[src/ddpu_consts.svh]
// Constants of the dual data pointer unit: offsets, fields, reset values
//
// Function
// RULE_01 - Main and shadow 16-bit pointers, control at A7
// RULE_02 - Instructions always use the active pointer
// RULE_03 - Only pointer-indirect moves modify pointers
// RULE_04 - Auto-toggle bit 6 swaps active pointer
// RULE_05 - Shadow mode 00 standard, 01 post-increment
// RULE_06 - Shadow mode 10 post-decrements shadow pointer
// RULE_07 - Shadow mode 11 inverts shadow pointer LSB
// RULE_08 - Bits 3:2 hold the main pointer mode
// RULE_09 - Bit 7 unimplemented, reads zero
// RULE_10 - Main mode uses same four encodings
// RULE_11 - Select bit 0 maps main or shadow
// RULE_12 - Bit 1 unimplemented, reads zero
// RULE_13 - Wrap modulo 2^16; modify, then flip select
`ifndef DDPU_CONSTS_SVH
`define DDPU_CONSTS_SVH

// ----------------------------------------------------------------
// Register indices; byte address is four times the index
// ----------------------------------------------------------------
`define DDPU_IDX_CTRL 8'hA7
`define DDPU_IDX_PLOW 8'h00
`define DDPU_IDX_PHIGH 8'h01
`define DDPU_ADDR_W 10
`define DDPU_IDX_MSB 9
`define DDPU_IDX_LSB 2
`define DDPU_ALIGN_ZERO 2'h0

// ----------------------------------------------------------------
// Control fields and reset values
// ----------------------------------------------------------------
`define DDPU_BIT_SEL 0
`define DDPU_BIT_TGL 6
`define DDPU_BIT_UNIMP_LO 1
`define DDPU_BIT_UNIMP_HI 7
`define DDPU_MAIN_MSB 3
`define DDPU_MAIN_LSB 2
`define DDPU_SHAD_MSB 5
`define DDPU_SHAD_LSB 4
`define DDPU_CTRL_WMASK 8'h7D
`define DDPU_CTRL_RST 8'h00
`define DDPU_PTR_RST 16'h0000
`define DDPU_PTR_STEP 16'h0001
`define DDPU_RDATA_RST 32'h00000000
`define DDPU_RD_PAD 24'h000000
`define DDPU_BYTE_ZERO 8'h00
`define DDPU_BE_LANE0 0

`endif

[src/ddpu_pkg.sv]
// Types of the dual data pointer unit
package ddpu_pkg;

    // ------------------------------------------------------------
    // Pointer modification modes
    // ------------------------------------------------------------
    typedef enum logic [1:0] {
        MODE_STD = 2'h0,
        MODE_INC = 2'h1,
        MODE_DEC = 2'h2,
        MODE_TGL = 2'h3
    } ddpu_mode_t;

    // ------------------------------------------------------------
    // Move kinds reported by the core
    // ------------------------------------------------------------
    typedef enum logic [1:0] {
        MV_PTR_XDATA = 2'h0,
        MV_PTR_CODE = 2'h1,
        MV_PC_CODE = 2'h2,
        MV_REG_XDATA = 2'h3
    } ddpu_move_kind_t;

    typedef struct packed {
        logic valid;
        ddpu_move_kind_t kind;
    } ddpu_move_t;

    typedef struct packed {
        logic valid;
        logic [15:0] data;
    } ddpu_load_t;

    typedef struct packed {
        logic read;
        logic write;
        logic [9:0] address;
        logic [31:0] writedata;
        logic [3:0] byteenable;
    } ddpu_avs_req_t;

    // ------------------------------------------------------------
    // Bus answer states
    // ------------------------------------------------------------
    typedef enum logic [1:0] {
        ST_IDLE = 2'h1,
        ST_ACK = 2'h2
    } ddpu_bus_st_t;

endpackage

[src/ddpu_ptr_step.sv]
// Post-move modification of one 16-bit pointer
`timescale 1ns/100ps
`include "ddpu_consts.svh"

module ddpu_ptr_step (
    input wire logic [15:0] ptr,
    input wire ddpu_pkg::ddpu_mode_t mode,
    output logic [15:0] next_ptr
);

    // ------------------------------------------------------------
    // Mode decode
    // ------------------------------------------------------------
    always_comb begin
        case (mode)
            ddpu_pkg::MODE_STD: begin
                next_ptr = ptr;
            end
            ddpu_pkg::MODE_INC: begin
                next_ptr = 16'(ptr + `DDPU_PTR_STEP); // RULE_05 RULE_13
            end
            ddpu_pkg::MODE_DEC: begin
                next_ptr = 16'(ptr - `DDPU_PTR_STEP); // RULE_06 RULE_13
            end
            ddpu_pkg::MODE_TGL: begin
                next_ptr = {ptr[15:1], ~ptr[0]}; // RULE_07
            end
            default: begin
                next_ptr = ptr;
            end
        endcase
    end

endmodule // ddpu_ptr_step

[src/ddpu_top.sv]
// Dual data pointer unit with Avalon-MM register slave
//
// Added by the designer: the Avalon-MM interface to the registers.
`timescale 1ns/100ps
`include "ddpu_consts.svh"

module ddpu_top (
    input wire logic ref_clk,
    input wire logic rst,
    input wire logic ce,
    input wire ddpu_pkg::ddpu_avs_req_t avs_req,
    output logic [31:0] avs_readdata,
    output logic avs_waitrequest,
    input wire ddpu_pkg::ddpu_move_t core_move,
    input wire ddpu_pkg::ddpu_load_t core_load,
    output logic [15:0] active_pointer,
    output logic pointer_select
);

    // ------------------------------------------------------------
    // State
    // ------------------------------------------------------------
    logic [7:0] ctrl_q;
    logic [7:0] ctrl_d;
    logic [15:0] main_q;
    logic [15:0] main_d;
    logic [15:0] shad_q;
    logic [15:0] shad_d;
    logic [15:0] act_q;
    logic [15:0] act_d;
    ddpu_pkg::ddpu_bus_st_t bus_st_q;
    ddpu_pkg::ddpu_bus_st_t bus_st_d;
    logic wait_q;
    logic wait_d;
    logic [31:0] rdata_q;
    logic [31:0] rdata_d;

    // ------------------------------------------------------------
    // Decoded control fields
    // ------------------------------------------------------------
    logic sel;
    logic tgl;
    ddpu_pkg::ddpu_mode_t main_mode;
    ddpu_pkg::ddpu_mode_t shad_mode;
    logic [15:0] main_step;
    logic [15:0] shad_step;
    logic qualify;

    assign sel = ctrl_q[`DDPU_BIT_SEL];
    assign tgl = ctrl_q[`DDPU_BIT_TGL];
    assign main_mode = ddpu_pkg::ddpu_mode_t'(ctrl_q[`DDPU_MAIN_MSB:`DDPU_MAIN_LSB]); // RULE_08
    assign shad_mode = ddpu_pkg::ddpu_mode_t'(ctrl_q[`DDPU_SHAD_MSB:`DDPU_SHAD_LSB]);

    // PC-relative and register-indirect moves never qualify
    assign qualify = core_move.valid &&
        (core_move.kind == ddpu_pkg::MV_PTR_XDATA ||
         core_move.kind == ddpu_pkg::MV_PTR_CODE); // RULE_03

    // ------------------------------------------------------------
    // Per-pointer modifiers
    // ------------------------------------------------------------
    ddpu_ptr_step u_main_step (
        .ptr(main_q),
        .mode(main_mode),
        .next_ptr(main_step)
    ); // RULE_10

    ddpu_ptr_step u_shad_step (
        .ptr(shad_q),
        .mode(shad_mode),
        .next_ptr(shad_step)
    ); // RULE_05

    // ------------------------------------------------------------
    // Bus decode
    // ------------------------------------------------------------
    logic [7:0] idx;
    logic aligned;
    logic accept;
    logic wr_acc;
    logic wr_ctrl;
    logic wr_plow;
    logic wr_phigh;
    logic wr_ptr;
    logic [7:0] wbyte;

    assign idx = avs_req.address[`DDPU_IDX_MSB:`DDPU_IDX_LSB];
    assign aligned = avs_req.address[`DDPU_IDX_LSB - 1:0] == `DDPU_ALIGN_ZERO;
    assign accept = bus_st_q == ddpu_pkg::ST_ACK;
    // Only lane 0 carries register data; other lanes are ignored
    assign wr_acc = accept && avs_req.write && aligned &&
        avs_req.byteenable[`DDPU_BE_LANE0];
    assign wr_ctrl = wr_acc && idx == `DDPU_IDX_CTRL; // RULE_01
    assign wr_plow = wr_acc && idx == `DDPU_IDX_PLOW;
    assign wr_phigh = wr_acc && idx == `DDPU_IDX_PHIGH;
    assign wr_ptr = wr_plow || wr_phigh;
    assign wbyte = avs_req.writedata[7:0];

    // ------------------------------------------------------------
    // Pointer and control next state
    // ------------------------------------------------------------
    always_comb begin
        main_d = main_q;
        shad_d = shad_q;
        ctrl_d = ctrl_q;
        // Modify the pointer just used first
        if (qualify) begin
            if (sel) begin
                shad_d = shad_step; // RULE_02
            end else begin
                main_d = main_step; // RULE_02
            end
            if (tgl) begin
                ctrl_d[`DDPU_BIT_SEL] = ~sel; // RULE_04
            end
        end
        // A core load overrides the move on the same pointer
        if (core_load.valid) begin
            if (sel) begin
                shad_d = core_load.data; // RULE_02
            end else begin
                main_d = core_load.data; // RULE_02
            end
        end
        // Software byte writes land on the pointer active now
        if (wr_plow) begin
            if (sel) begin
                shad_d[7:0] = wbyte; // RULE_11
            end else begin
                main_d[7:0] = wbyte; // RULE_11
            end
        end
        if (wr_phigh) begin
            if (sel) begin
                shad_d[15:8] = wbyte; // RULE_11
            end else begin
                main_d[15:8] = wbyte; // RULE_11
            end
        end
        // Software write beats the auto-toggle; bits 7 and 1 drop
        if (wr_ctrl) begin
            ctrl_d = wbyte & `DDPU_CTRL_WMASK; // RULE_09 RULE_12
        end
        // Select applied after the modification
        act_d = ctrl_d[`DDPU_BIT_SEL] ? shad_d : main_d; // RULE_13
    end

    always_ff @(posedge ref_clk) begin
        if (rst) begin
            ctrl_q <= `DDPU_CTRL_RST;
            main_q <= `DDPU_PTR_RST;
            shad_q <= `DDPU_PTR_RST;
            act_q <= `DDPU_PTR_RST;
        end else if (ce) begin
            ctrl_q <= ctrl_d;
            main_q <= main_d;
            shad_q <= shad_d;
            act_q <= act_d;
        end
    end

    // ------------------------------------------------------------
    // Bus answer machine
    // ------------------------------------------------------------
    logic [7:0] rd_byte;

    always_comb begin
        bus_st_d = bus_st_q;
        rdata_d = rdata_q;
        rd_byte = `DDPU_BYTE_ZERO;
        if (aligned) begin
            case (idx)
                `DDPU_IDX_CTRL: begin
                    rd_byte = ctrl_q;
                end
                `DDPU_IDX_PLOW: begin
                    rd_byte = act_q[7:0];
                end
                `DDPU_IDX_PHIGH: begin
                    rd_byte = act_q[15:8];
                end
                default: begin
                    rd_byte = `DDPU_BYTE_ZERO;
                end
            endcase
        end
        case (bus_st_q)
            ddpu_pkg::ST_IDLE: begin
                if (avs_req.read || avs_req.write) begin
                    bus_st_d = ddpu_pkg::ST_ACK;
                end
                // Captured one cycle early so the answer is a flip-flop
                if (avs_req.read) begin
                    rdata_d = {`DDPU_RD_PAD, rd_byte};
                end
            end
            ddpu_pkg::ST_ACK: begin
                bus_st_d = ddpu_pkg::ST_IDLE;
            end
            default: begin
                bus_st_d = ddpu_pkg::ST_IDLE;
            end
        endcase
        wait_d = bus_st_d != ddpu_pkg::ST_ACK;
    end

    always_ff @(posedge ref_clk) begin
        if (rst) begin
            bus_st_q <= ddpu_pkg::ST_IDLE;
            wait_q <= 1'b1;
            rdata_q <= `DDPU_RDATA_RST;
        end else if (ce) begin
            bus_st_q <= bus_st_d;
            wait_q <= wait_d;
            rdata_q <= rdata_d;
        end
    end

    // ------------------------------------------------------------
    // Outputs
    // ------------------------------------------------------------
    assign avs_readdata = rdata_q;
    assign avs_waitrequest = wait_q;
    assign active_pointer = act_q;
    assign pointer_select = ctrl_q[`DDPU_BIT_SEL];

    // ------------------------------------------------------------
    // Assertions
    // ------------------------------------------------------------
    logic mv_only;
    logic other_mv;

    // A move with no competing load or pointer byte write in the same cycle; a control write may still occur
    assign mv_only = ce && qualify && !core_load.valid && !wr_ptr;
    assign other_mv = ce && core_move.valid && !qualify && !core_load.valid && !wr_ptr;
endmodule // ddpu_top

[config.mk]
export PLATFORM = sky130hd
export DESIGN_NAME = ddpu_top
export DESIGN_NICKNAME = d
export VERILOG_FILES = /design/src/ddpu_pkg.sv /design/src/ddpu_ptr_step.sv /design/src/ddpu_top.sv
export VERILOG_INCLUDE_DIRS = /design/src /design/src/src
export SDC_FILE = /design/constraint.sdc
export NUM_CORES = 1
export LEC_CHECK = 0
export ABC_AREA = 1
export BUFFER_PORTS_ARGS = -buffer_cell sky130_fd_sc_hd__buf_4
export CAP_MARGIN = 20
export CORE_UTILIZATION = 52
export DETAILED_ROUTE_END_ITERATION = 16
export GPL_ROUTABILITY_DRIVEN = 0
export PLACE_DENSITY_LB_ADDON = 0.08
export SYNTH_ARGS = -nofsm -noshare
export SYNTH_HDL_FRONTEND = slang
export SYNTH_SLANG_ARGS = --single-unit
[constraint.sdc]
create_clock -name ref_clk -period 2.35 [get_ports ref_clk]
set_clock_uncertainty 0.15 [all_clocks]
set_input_delay 0.3525 -clock ref_clk [delete_from_list [all_inputs] [get_ports ref_clk]]
set_output_delay 0.3525 -clock ref_clk [all_outputs]
set_load 0.02 [all_outputs]
==> flow_summary.yaml, run 1 <==
status:
  outcome: "finished, violations left"
  violations: "setup timing"
finish:
  diodes: 0
  num-nets-final: 1370
  syn_to_final_growth_pct: 31.2
  register_area_um2: 1310
  layout-drive-gt1-share: 0.267
  fin_util: 0.698
  multi_input_area_um2: 4720
  fill_cells: 1103
  final_cells: 1441
  finalInstanceArea_um2: 8350
critical_path:
  cp_cell_sequence: "inv_2 > ha_4 > nand2_2 > inv_1 > nor2_2 > ha_2 > inv_1 > nand2_2 > nand3_4 > nand2_4 > a21oi_2 > xor2_1 > nor2_1 > o21bai_1 > o211ai_1 > nand2_1 > o21ai_2"
  crit_required_ns: 2.43
  critical_path_arrival_ns: 2.44
  critPathMaxStageDelay_ns: 0.32
  cpMaxStageDelayCell: "dfxtp_2"
  start_kind: "register"
  reg2reg_depth: 17
  worstPathMaxFanout: 4
  crit_type: "reg -> reg"
  r2r-end: "active_pointer[8]"
  r2r_start: "ctrl_q[4]"
  rrSetupSlack_ns: -0.006
  cp-end-kind: "register"
timing:
  rsz0062_at_grt: "true"
  tightest_slew_ns: 0.536
  drv_slew: 0
  setup_violations: 2
  setup_tns_ns: -0.00795
  setup_ws_ns: -0.00641
  period_needed_ns: 2.36
  hold_violations: 0
  max_freq_ghz: 0.424
  relSlewSlack: 0.638
  period_share: 1.00
synth:
  synthTopCellsByCount: "nand2_1, inv_1, nor2_1"
  synth_cell_types: 49
  synth_top_area_cell: "nand2_1"
  synth_top_family_by_area: "simple AND/OR/NAND/NOR gates"
  synth_adder_area_share: 0.0197
  seq_area_frac_synth: 0.204
  synth.most_common_cell: "nand2_1"
  async_reset_ff_frac: 0
  synth-main-ff-cell: "dfxtp_1"
  yosysTopAreaCellShare: 0.242
  synth_seq_cells: 65
  syn_avg_cell_area_um2: 5.54
  synthSimpleGateAreaFrac: 0.434
  muxShareOfSynthArea: 0
  synth_edf_count: 0
  synthXorXnorAreaFrac: 0.0175
  synth_compound_area_frac: 0.177
  netlist_instances: 1149
  yosys_warnings: 0
  synth_area_um2: 6360
  synthTopCellsByArea: "nand2_1, dfxtp_1, inv_1, nand3_1, a21oi_1"
route:
  antenna_violating_nets_post_route: 0
  met2_length_mm: 9.95
  drt_iter0_markers: 815
  wl_met3_mm: 1.87
  vias_per_cell: 5.46
  drc_errors: 0
  routed_wl_mm: 21.6
  wire_per_inst_um: 15.0
  num_vias: 7861
  drt_pass1_iterations: 5
  top_layer_used: "met4"
  drt-met1-wl_mm: 9.39
clock_tree:
  cts-root-buf: "clkbuf_16"
  cts.clk_slew.worst_paths_ns: 0.06
  h-tree-depth: 3
  cts_buffer_depth: 2
  clock_sinks: 65
  insertion_delay_ns: 0.34
  tritoncts: "yes"
  ctsHoldBuffers: 0
  cts_made_buffers: 9
placement:
  hpwl_mm: 16.3
  dpl_cell_area_um2: 7510
  portBuffers: 68
  dp.cells: 1420
worst_hold_path:
  hold_start: "avs_req[36]"
  hold_class: "in -> reg"
  worstHoldEndpoint: "avs_readdata[0]"
  min_path_cells: 4
power:
  p_leak_nw: 4.24
  powerDensity_nw_per_um2: 418
  vdd_drop_max_mv: 0.413
  finalPower_mw: 3.49
grt:
  antenna_found_initial: 0
  grt_max_degree: 41
  overflow: 0
  track_usage: 0.335
  grt_pass1_wl_mm: 33.7
  grt_pass1_vias: 6992
floorplanning:
  io-pin-count: 121
  die_w_um: 113
  rows: 40
  die_h_um: 113
  coreArea_um2: 12000
  initial_core_util: 0.532
  die_area_um2: 12700
job:
  maxCapViolations: 0
==> cell usage in the layout (no fill, tap or decap), types with 6 or more instances in the layout <==
master,count
xor2_1,6
clkbuf_16,9
inv_1,132
inv_2,16
conb_1,24
buf_4,161
a21oi_2,13
o211ai_1,17
a22oi_1,16
nand4_1,8
nand3_1,89
a21oi_1,65
nand3_2,9
o21ai_0,52
o21ai_1,12
nand2_1,377
nand2_2,35
nor2_4,15
nor2_1,69
dfxtp_1,61
nand2_4,6
o21ai_2,10
nor2_2,30
==> state kept, by name, summed over array words and instances, names as in the netlist <==
name,count
avs_waitrequest,1
avs_readdata,8
shad_q,16
bus_st_q,2
active_pointer,16
main_q,16
ctrl_q,6
==> cell type report <==
class / instances / area share
Clock buffer: 11 / 0.0291
Sequential cell: 65 / 0.156
Clock inverter: 5 / 0.00659
Multi-Input combinational cell: 897 / 0.565
Inverter: 151 / 0.0682
Timing Repair Buffer: 165 / 0.153
Tap cell: 147 / 0.0220
==> stage by stage <==
stage	hold WS [ns]	worst slack, ns
2_1_floorplan	0.287	0.00306
3_3_place_gp	0.300	-0.0648
3_5_place_dp	0.297	-0.0941
4_1_cts	0.182	0.00113
5_1_grt	0.207	-0.184
6_report	0.184	-0.00641
==> timing repair <==
action | CTS | global route
setup endpoints to repair | 18 | 44
setup buffers | 0 | 5
resized for setup | 18 | 133
pin swaps | 3 | 26
gates cloned | 0 | 0
hold endpoints to repair | 0 | 0
==> how the worst max path moves through the flow <==
stage / cells past startpoint / end / slack (ns) / startpoint
5_1_grt: 20 / active_pointer[15] / -0.18 / ctrl_q[4]
4_1_cts: 21 / active_pointer[14] / 0.001 / ctrl_q[4]
3_5_place_dp: 18 / main_q[11] / -0.09 / ctrl_q[2]
3_3_place_gp: 17 / active_pointer[14] / -0.06 / ctrl_q[2]
6_report: 17 / active_pointer[8] / -0.006 / ctrl_q[4]
2_1_floorplan: 21 / main_q[14] / 0.003 / ctrl_q[2]
==> where the power goes <==
| group | switching [mW] | total [mW] | internal (mW) | leakage [nW] |
|---|---|---|---|---|
| registers | 0.0924 | 1.26 | 1.17 | 0.536 |
| clock network | 0.525 | 1.37 | 0.847 | 0.142 |
| logic | 0.519 | 0.856 | 0.337 | 3.56 |
| total | 1.14 | 3.49 | 2.35 | 4.24 |
==> critical path: cells and delay by family (launching register included) <==
family | cells | cell delay [ns]
and+or+nand+nor | 7 | 0.53
AOI/OAI and AO/OA | 4 | 0.46
adders and majority gates | 2 | 0.33
DFF | 1 | 0.32
xor gates and xnor gates | 1 | 0.24
buffers and inverters | 3 | 0.21
==> metal layers <==
| layer | global-route usage | vias to the layer above |
|---|---|---|
| met3 | 0.0335 | 32 |
| met5 | 0 | - |
| met2 | 0.546 | 350 |
| met1 | 0.470 | 3572 |
| li1 | - | 3907 |
| met4 | 0.0951 | 0 |
==> cells by family (layout without fill, tap and decap cells) <==
kind of cell    after synthesis  in the layout
fa+ha+maj                    10             10
buf+inv                     210            332
other cells                   1             24
flops                        65             65
simple gates                654            654
xor+xnor                     11             11
compound gates              198            198
Power figures use the tool's default switching activity.
==> run 2: changes to the inputs <==
--- a/config.mk
+++ b/config.mk
@@ -9,7 +9,7 @@
 export ABC_AREA = 1
 export BUFFER_PORTS_ARGS = -buffer_cell sky130_fd_sc_hd__buf_4
 export CAP_MARGIN = 20
-export CORE_UTILIZATION = 52
+export CORE_UTILIZATION = 62
 export DETAILED_ROUTE_END_ITERATION = 16
 export GPL_ROUTABILITY_DRIVEN = 0
 export PLACE_DENSITY_LB_ADDON = 0.08
==> constraint.sdc (replaced) <==
create_clock -name ref_clk -period 2.9 [get_ports ref_clk]
set_clock_uncertainty 0.15 [all_clocks]
set_input_delay 0.435 -clock ref_clk [delete_from_list [all_inputs] [get_ports ref_clk]]
set_output_delay 0.435 -clock ref_clk [all_outputs]
set_load 0.02 [all_outputs]
==> run 2 against run 1 <==
  * Via count is 3.5% lower
  * Final cell count decreased by 6.3%
  * Clock power fell by 37%
  * Highest routed layer unchanged
  * Sequential cell count did not move
  * Critical path depth up 1
  * Total power down 29%
  * Global-route usage is 4.0 points higher
  * Critical path type unchanged
  * Hold slack gained 0.064 ns
  * First-iteration DRC count decreased by 21%
  * Maximum frequency down 13%
  * Register-to-register slack gained 0.21 ns
  * The flow now finishes without violations
  * Die area decreased by 16%
==> flow_summary.yaml, run 2 (synthesis gave the netlist of run 1 again) <==
status:
  outcome: "finished clean"
critical_path:
  crit_type: "reg -> reg"
  critical_path_arrival_ns: 2.78
  r2r_start: "ctrl_q[4]"
  worstPathMaxFanout: 6
  r2r-end: "active_pointer[8]"
  crit_required_ns: 2.99
  start_kind: "register"
  reg2reg_depth: 18
  cp-end-kind: "register"
  rrSetupSlack_ns: 0.21
grt:
  overflow: 0
  track_usage: 0.375
  grt_pass1_vias: 6568
  grt_max_degree: 41
  grt_pass1_wl_mm: 31.0
  antenna_found_initial: 0
clock_tree:
  cts-root-buf: "clkbuf_8"
  tritoncts: "yes"
  insertion_delay_ns: 0.35
  ctsHoldBuffers: 0
  clock_sinks: 65
  cts_made_buffers: 9
  cts.clk_slew.worst_paths_ns: 0.07
  cts_buffer_depth: 2
  h-tree-depth: 3
route:
  top_layer_used: "met4"
  vias_per_cell: 5.62
  num_vias: 7583
  drc_errors: 0
  met2_length_mm: 8.45
  wl_met3_mm: 2.40
  drt_iter0_markers: 646
  routed_wl_mm: 19.3
  drt-met1-wl_mm: 7.96
  antenna_violating_nets_post_route: 0
  drt_pass1_iterations: 6
  wire_per_inst_um: 14.3
power:
  p_leak_nw: 3.74
  vdd_drop_max_mv: 0.279
  finalPower_mw: 2.47
  powerDensity_nw_per_um2: 343
floorplanning:
  coreArea_um2: 9860
  die_w_um: 103
  initial_core_util: 0.645
  die_area_um2: 10700
  io-pin-count: 121
  die_h_um: 103
  rows: 36
timing:
  relSlewSlack: 0.521
  tightest_slew_ns: 0.717
  period_share: 0.929
  setup_ws_ns: 0.207
  drv_slew: 0
  max_freq_ghz: 0.371
  hold_violations: 0
  period_needed_ns: 2.69
  setup_violations: 0
  rsz0062_at_grt: "true"
job:
  maxCapViolations: 0
finish:
  final_cells: 1350
  fill_cells: 927
  mostFrequentLayoutCell: "nand2_1"
  num-nets-final: 1294
  diodes: 0
  layout-drive-gt1-share: 0.131
  layout_common_cells: "nand2_1, inv_1, nand3_1, nor2_1, buf_4"
  syn_to_final_growth_pct: 12.8
placement:
  hpwl_mm: 14.9
  dp_slack_ns: 0.148
  dp.cells: 1334
  portBuffers: 68
worst_hold_path:
  hold_start: "avs_req[37]"
  hold_class: "in -> reg"
  worstHoldEndpoint: "avs_readdata[1]"
  min_path_cells: 4
## run 2: cell count changes in the layout (fill, tap and decap cells not counted), sizes merged
cell,before,now
clkinv,4,3
clkinvlp,2,0
clkbuf,11,12
bufinv,1,2
buf,165,89
## run 2: critical path: stages (launching register included)
cell	delay, ns
dfxtp_1	0.34
inv_2	0.12
ha_4	0.18
nand2_1	0.09
inv_1	0.09
nor2_2	0.04
ha_1	0.17
inv_1	0.08
nand2_2	0.09
nand3_1	0.12
nand2_2	0.08
buf_4	0.14
a21oi_1	0.20
xor2_1	0.21
nor2_1	0.07
o21bai_1	0.12
o211ai_1	0.14
nand2_1	0.11
o21ai_2	0.05
## run 2: final cells by class
class                   instances  area, um^2  share of cell area
multi-input cells             897        4260               0.593
flip-flops and latches         65        1300               0.181
repair buffers                 89         676              0.0941
inverters                     151         569              0.0793
well taps                     133         166              0.0232
clock buffers                  12         145              0.0202
clock inverters                 3        65.1             0.00906
## run 2: layer usage
metal,global-route usage,vias to the layer above
met5,0,-
met4,0.132,0
met3,0.0766,58
met2,0.591,436
met1,0.511,3333
li1,-,3756
## run 2: through the flow
step / TNS, ns / utilization / area, um^2 / hold slack [ns]
3_3_place_gp: 0 / 0.701 / 6910 / 0.299
6_report: 0 / 0.728 / 7180 / 0.249
2_1_floorplan: 0 / - / 6450 / 0.287
5_1_grt: -0.00754 / 0.728 / 7180 / 0.253
4_1_cts: 0 / 0.722 / 7120 / 0.246
3_5_place_dp: 0 / 0.701 / 6910 / 0.305
## run 2: how the worst max path moves through the flow
stage / startpoint / endpoint / slack (ns) / depth (start not counted)
after floorplan: ctrl_q[2] / main_q[8] / 0.42 / 18
after detailed placement: ctrl_q[4] / active_pointer[14] / 0.15 / 23
after global routing: ctrl_q[2] / main_q[13] / -0.008 / 18
after global placement: ctrl_q[4] / active_pointer[11] / 0.20 / 20
after CTS: ctrl_q[4] / active_pointer[14] / 0.14 / 23
final: ctrl_q[4] / active_pointer[8] / 0.21 / 18
## run 2: power by group
part           total (mW)  internal (mW)  switching (mW)
registers            1.02          0.946          0.0715
clock network       0.861          0.503           0.358
logic               0.587          0.209           0.379
total                2.47           1.66           0.808
## run 2: timing repair
item / CTS / global route
gates resized for setup: 0 / 19
setup buffers: 0 / 1
endpoints found under the setup margin: 0 / 25
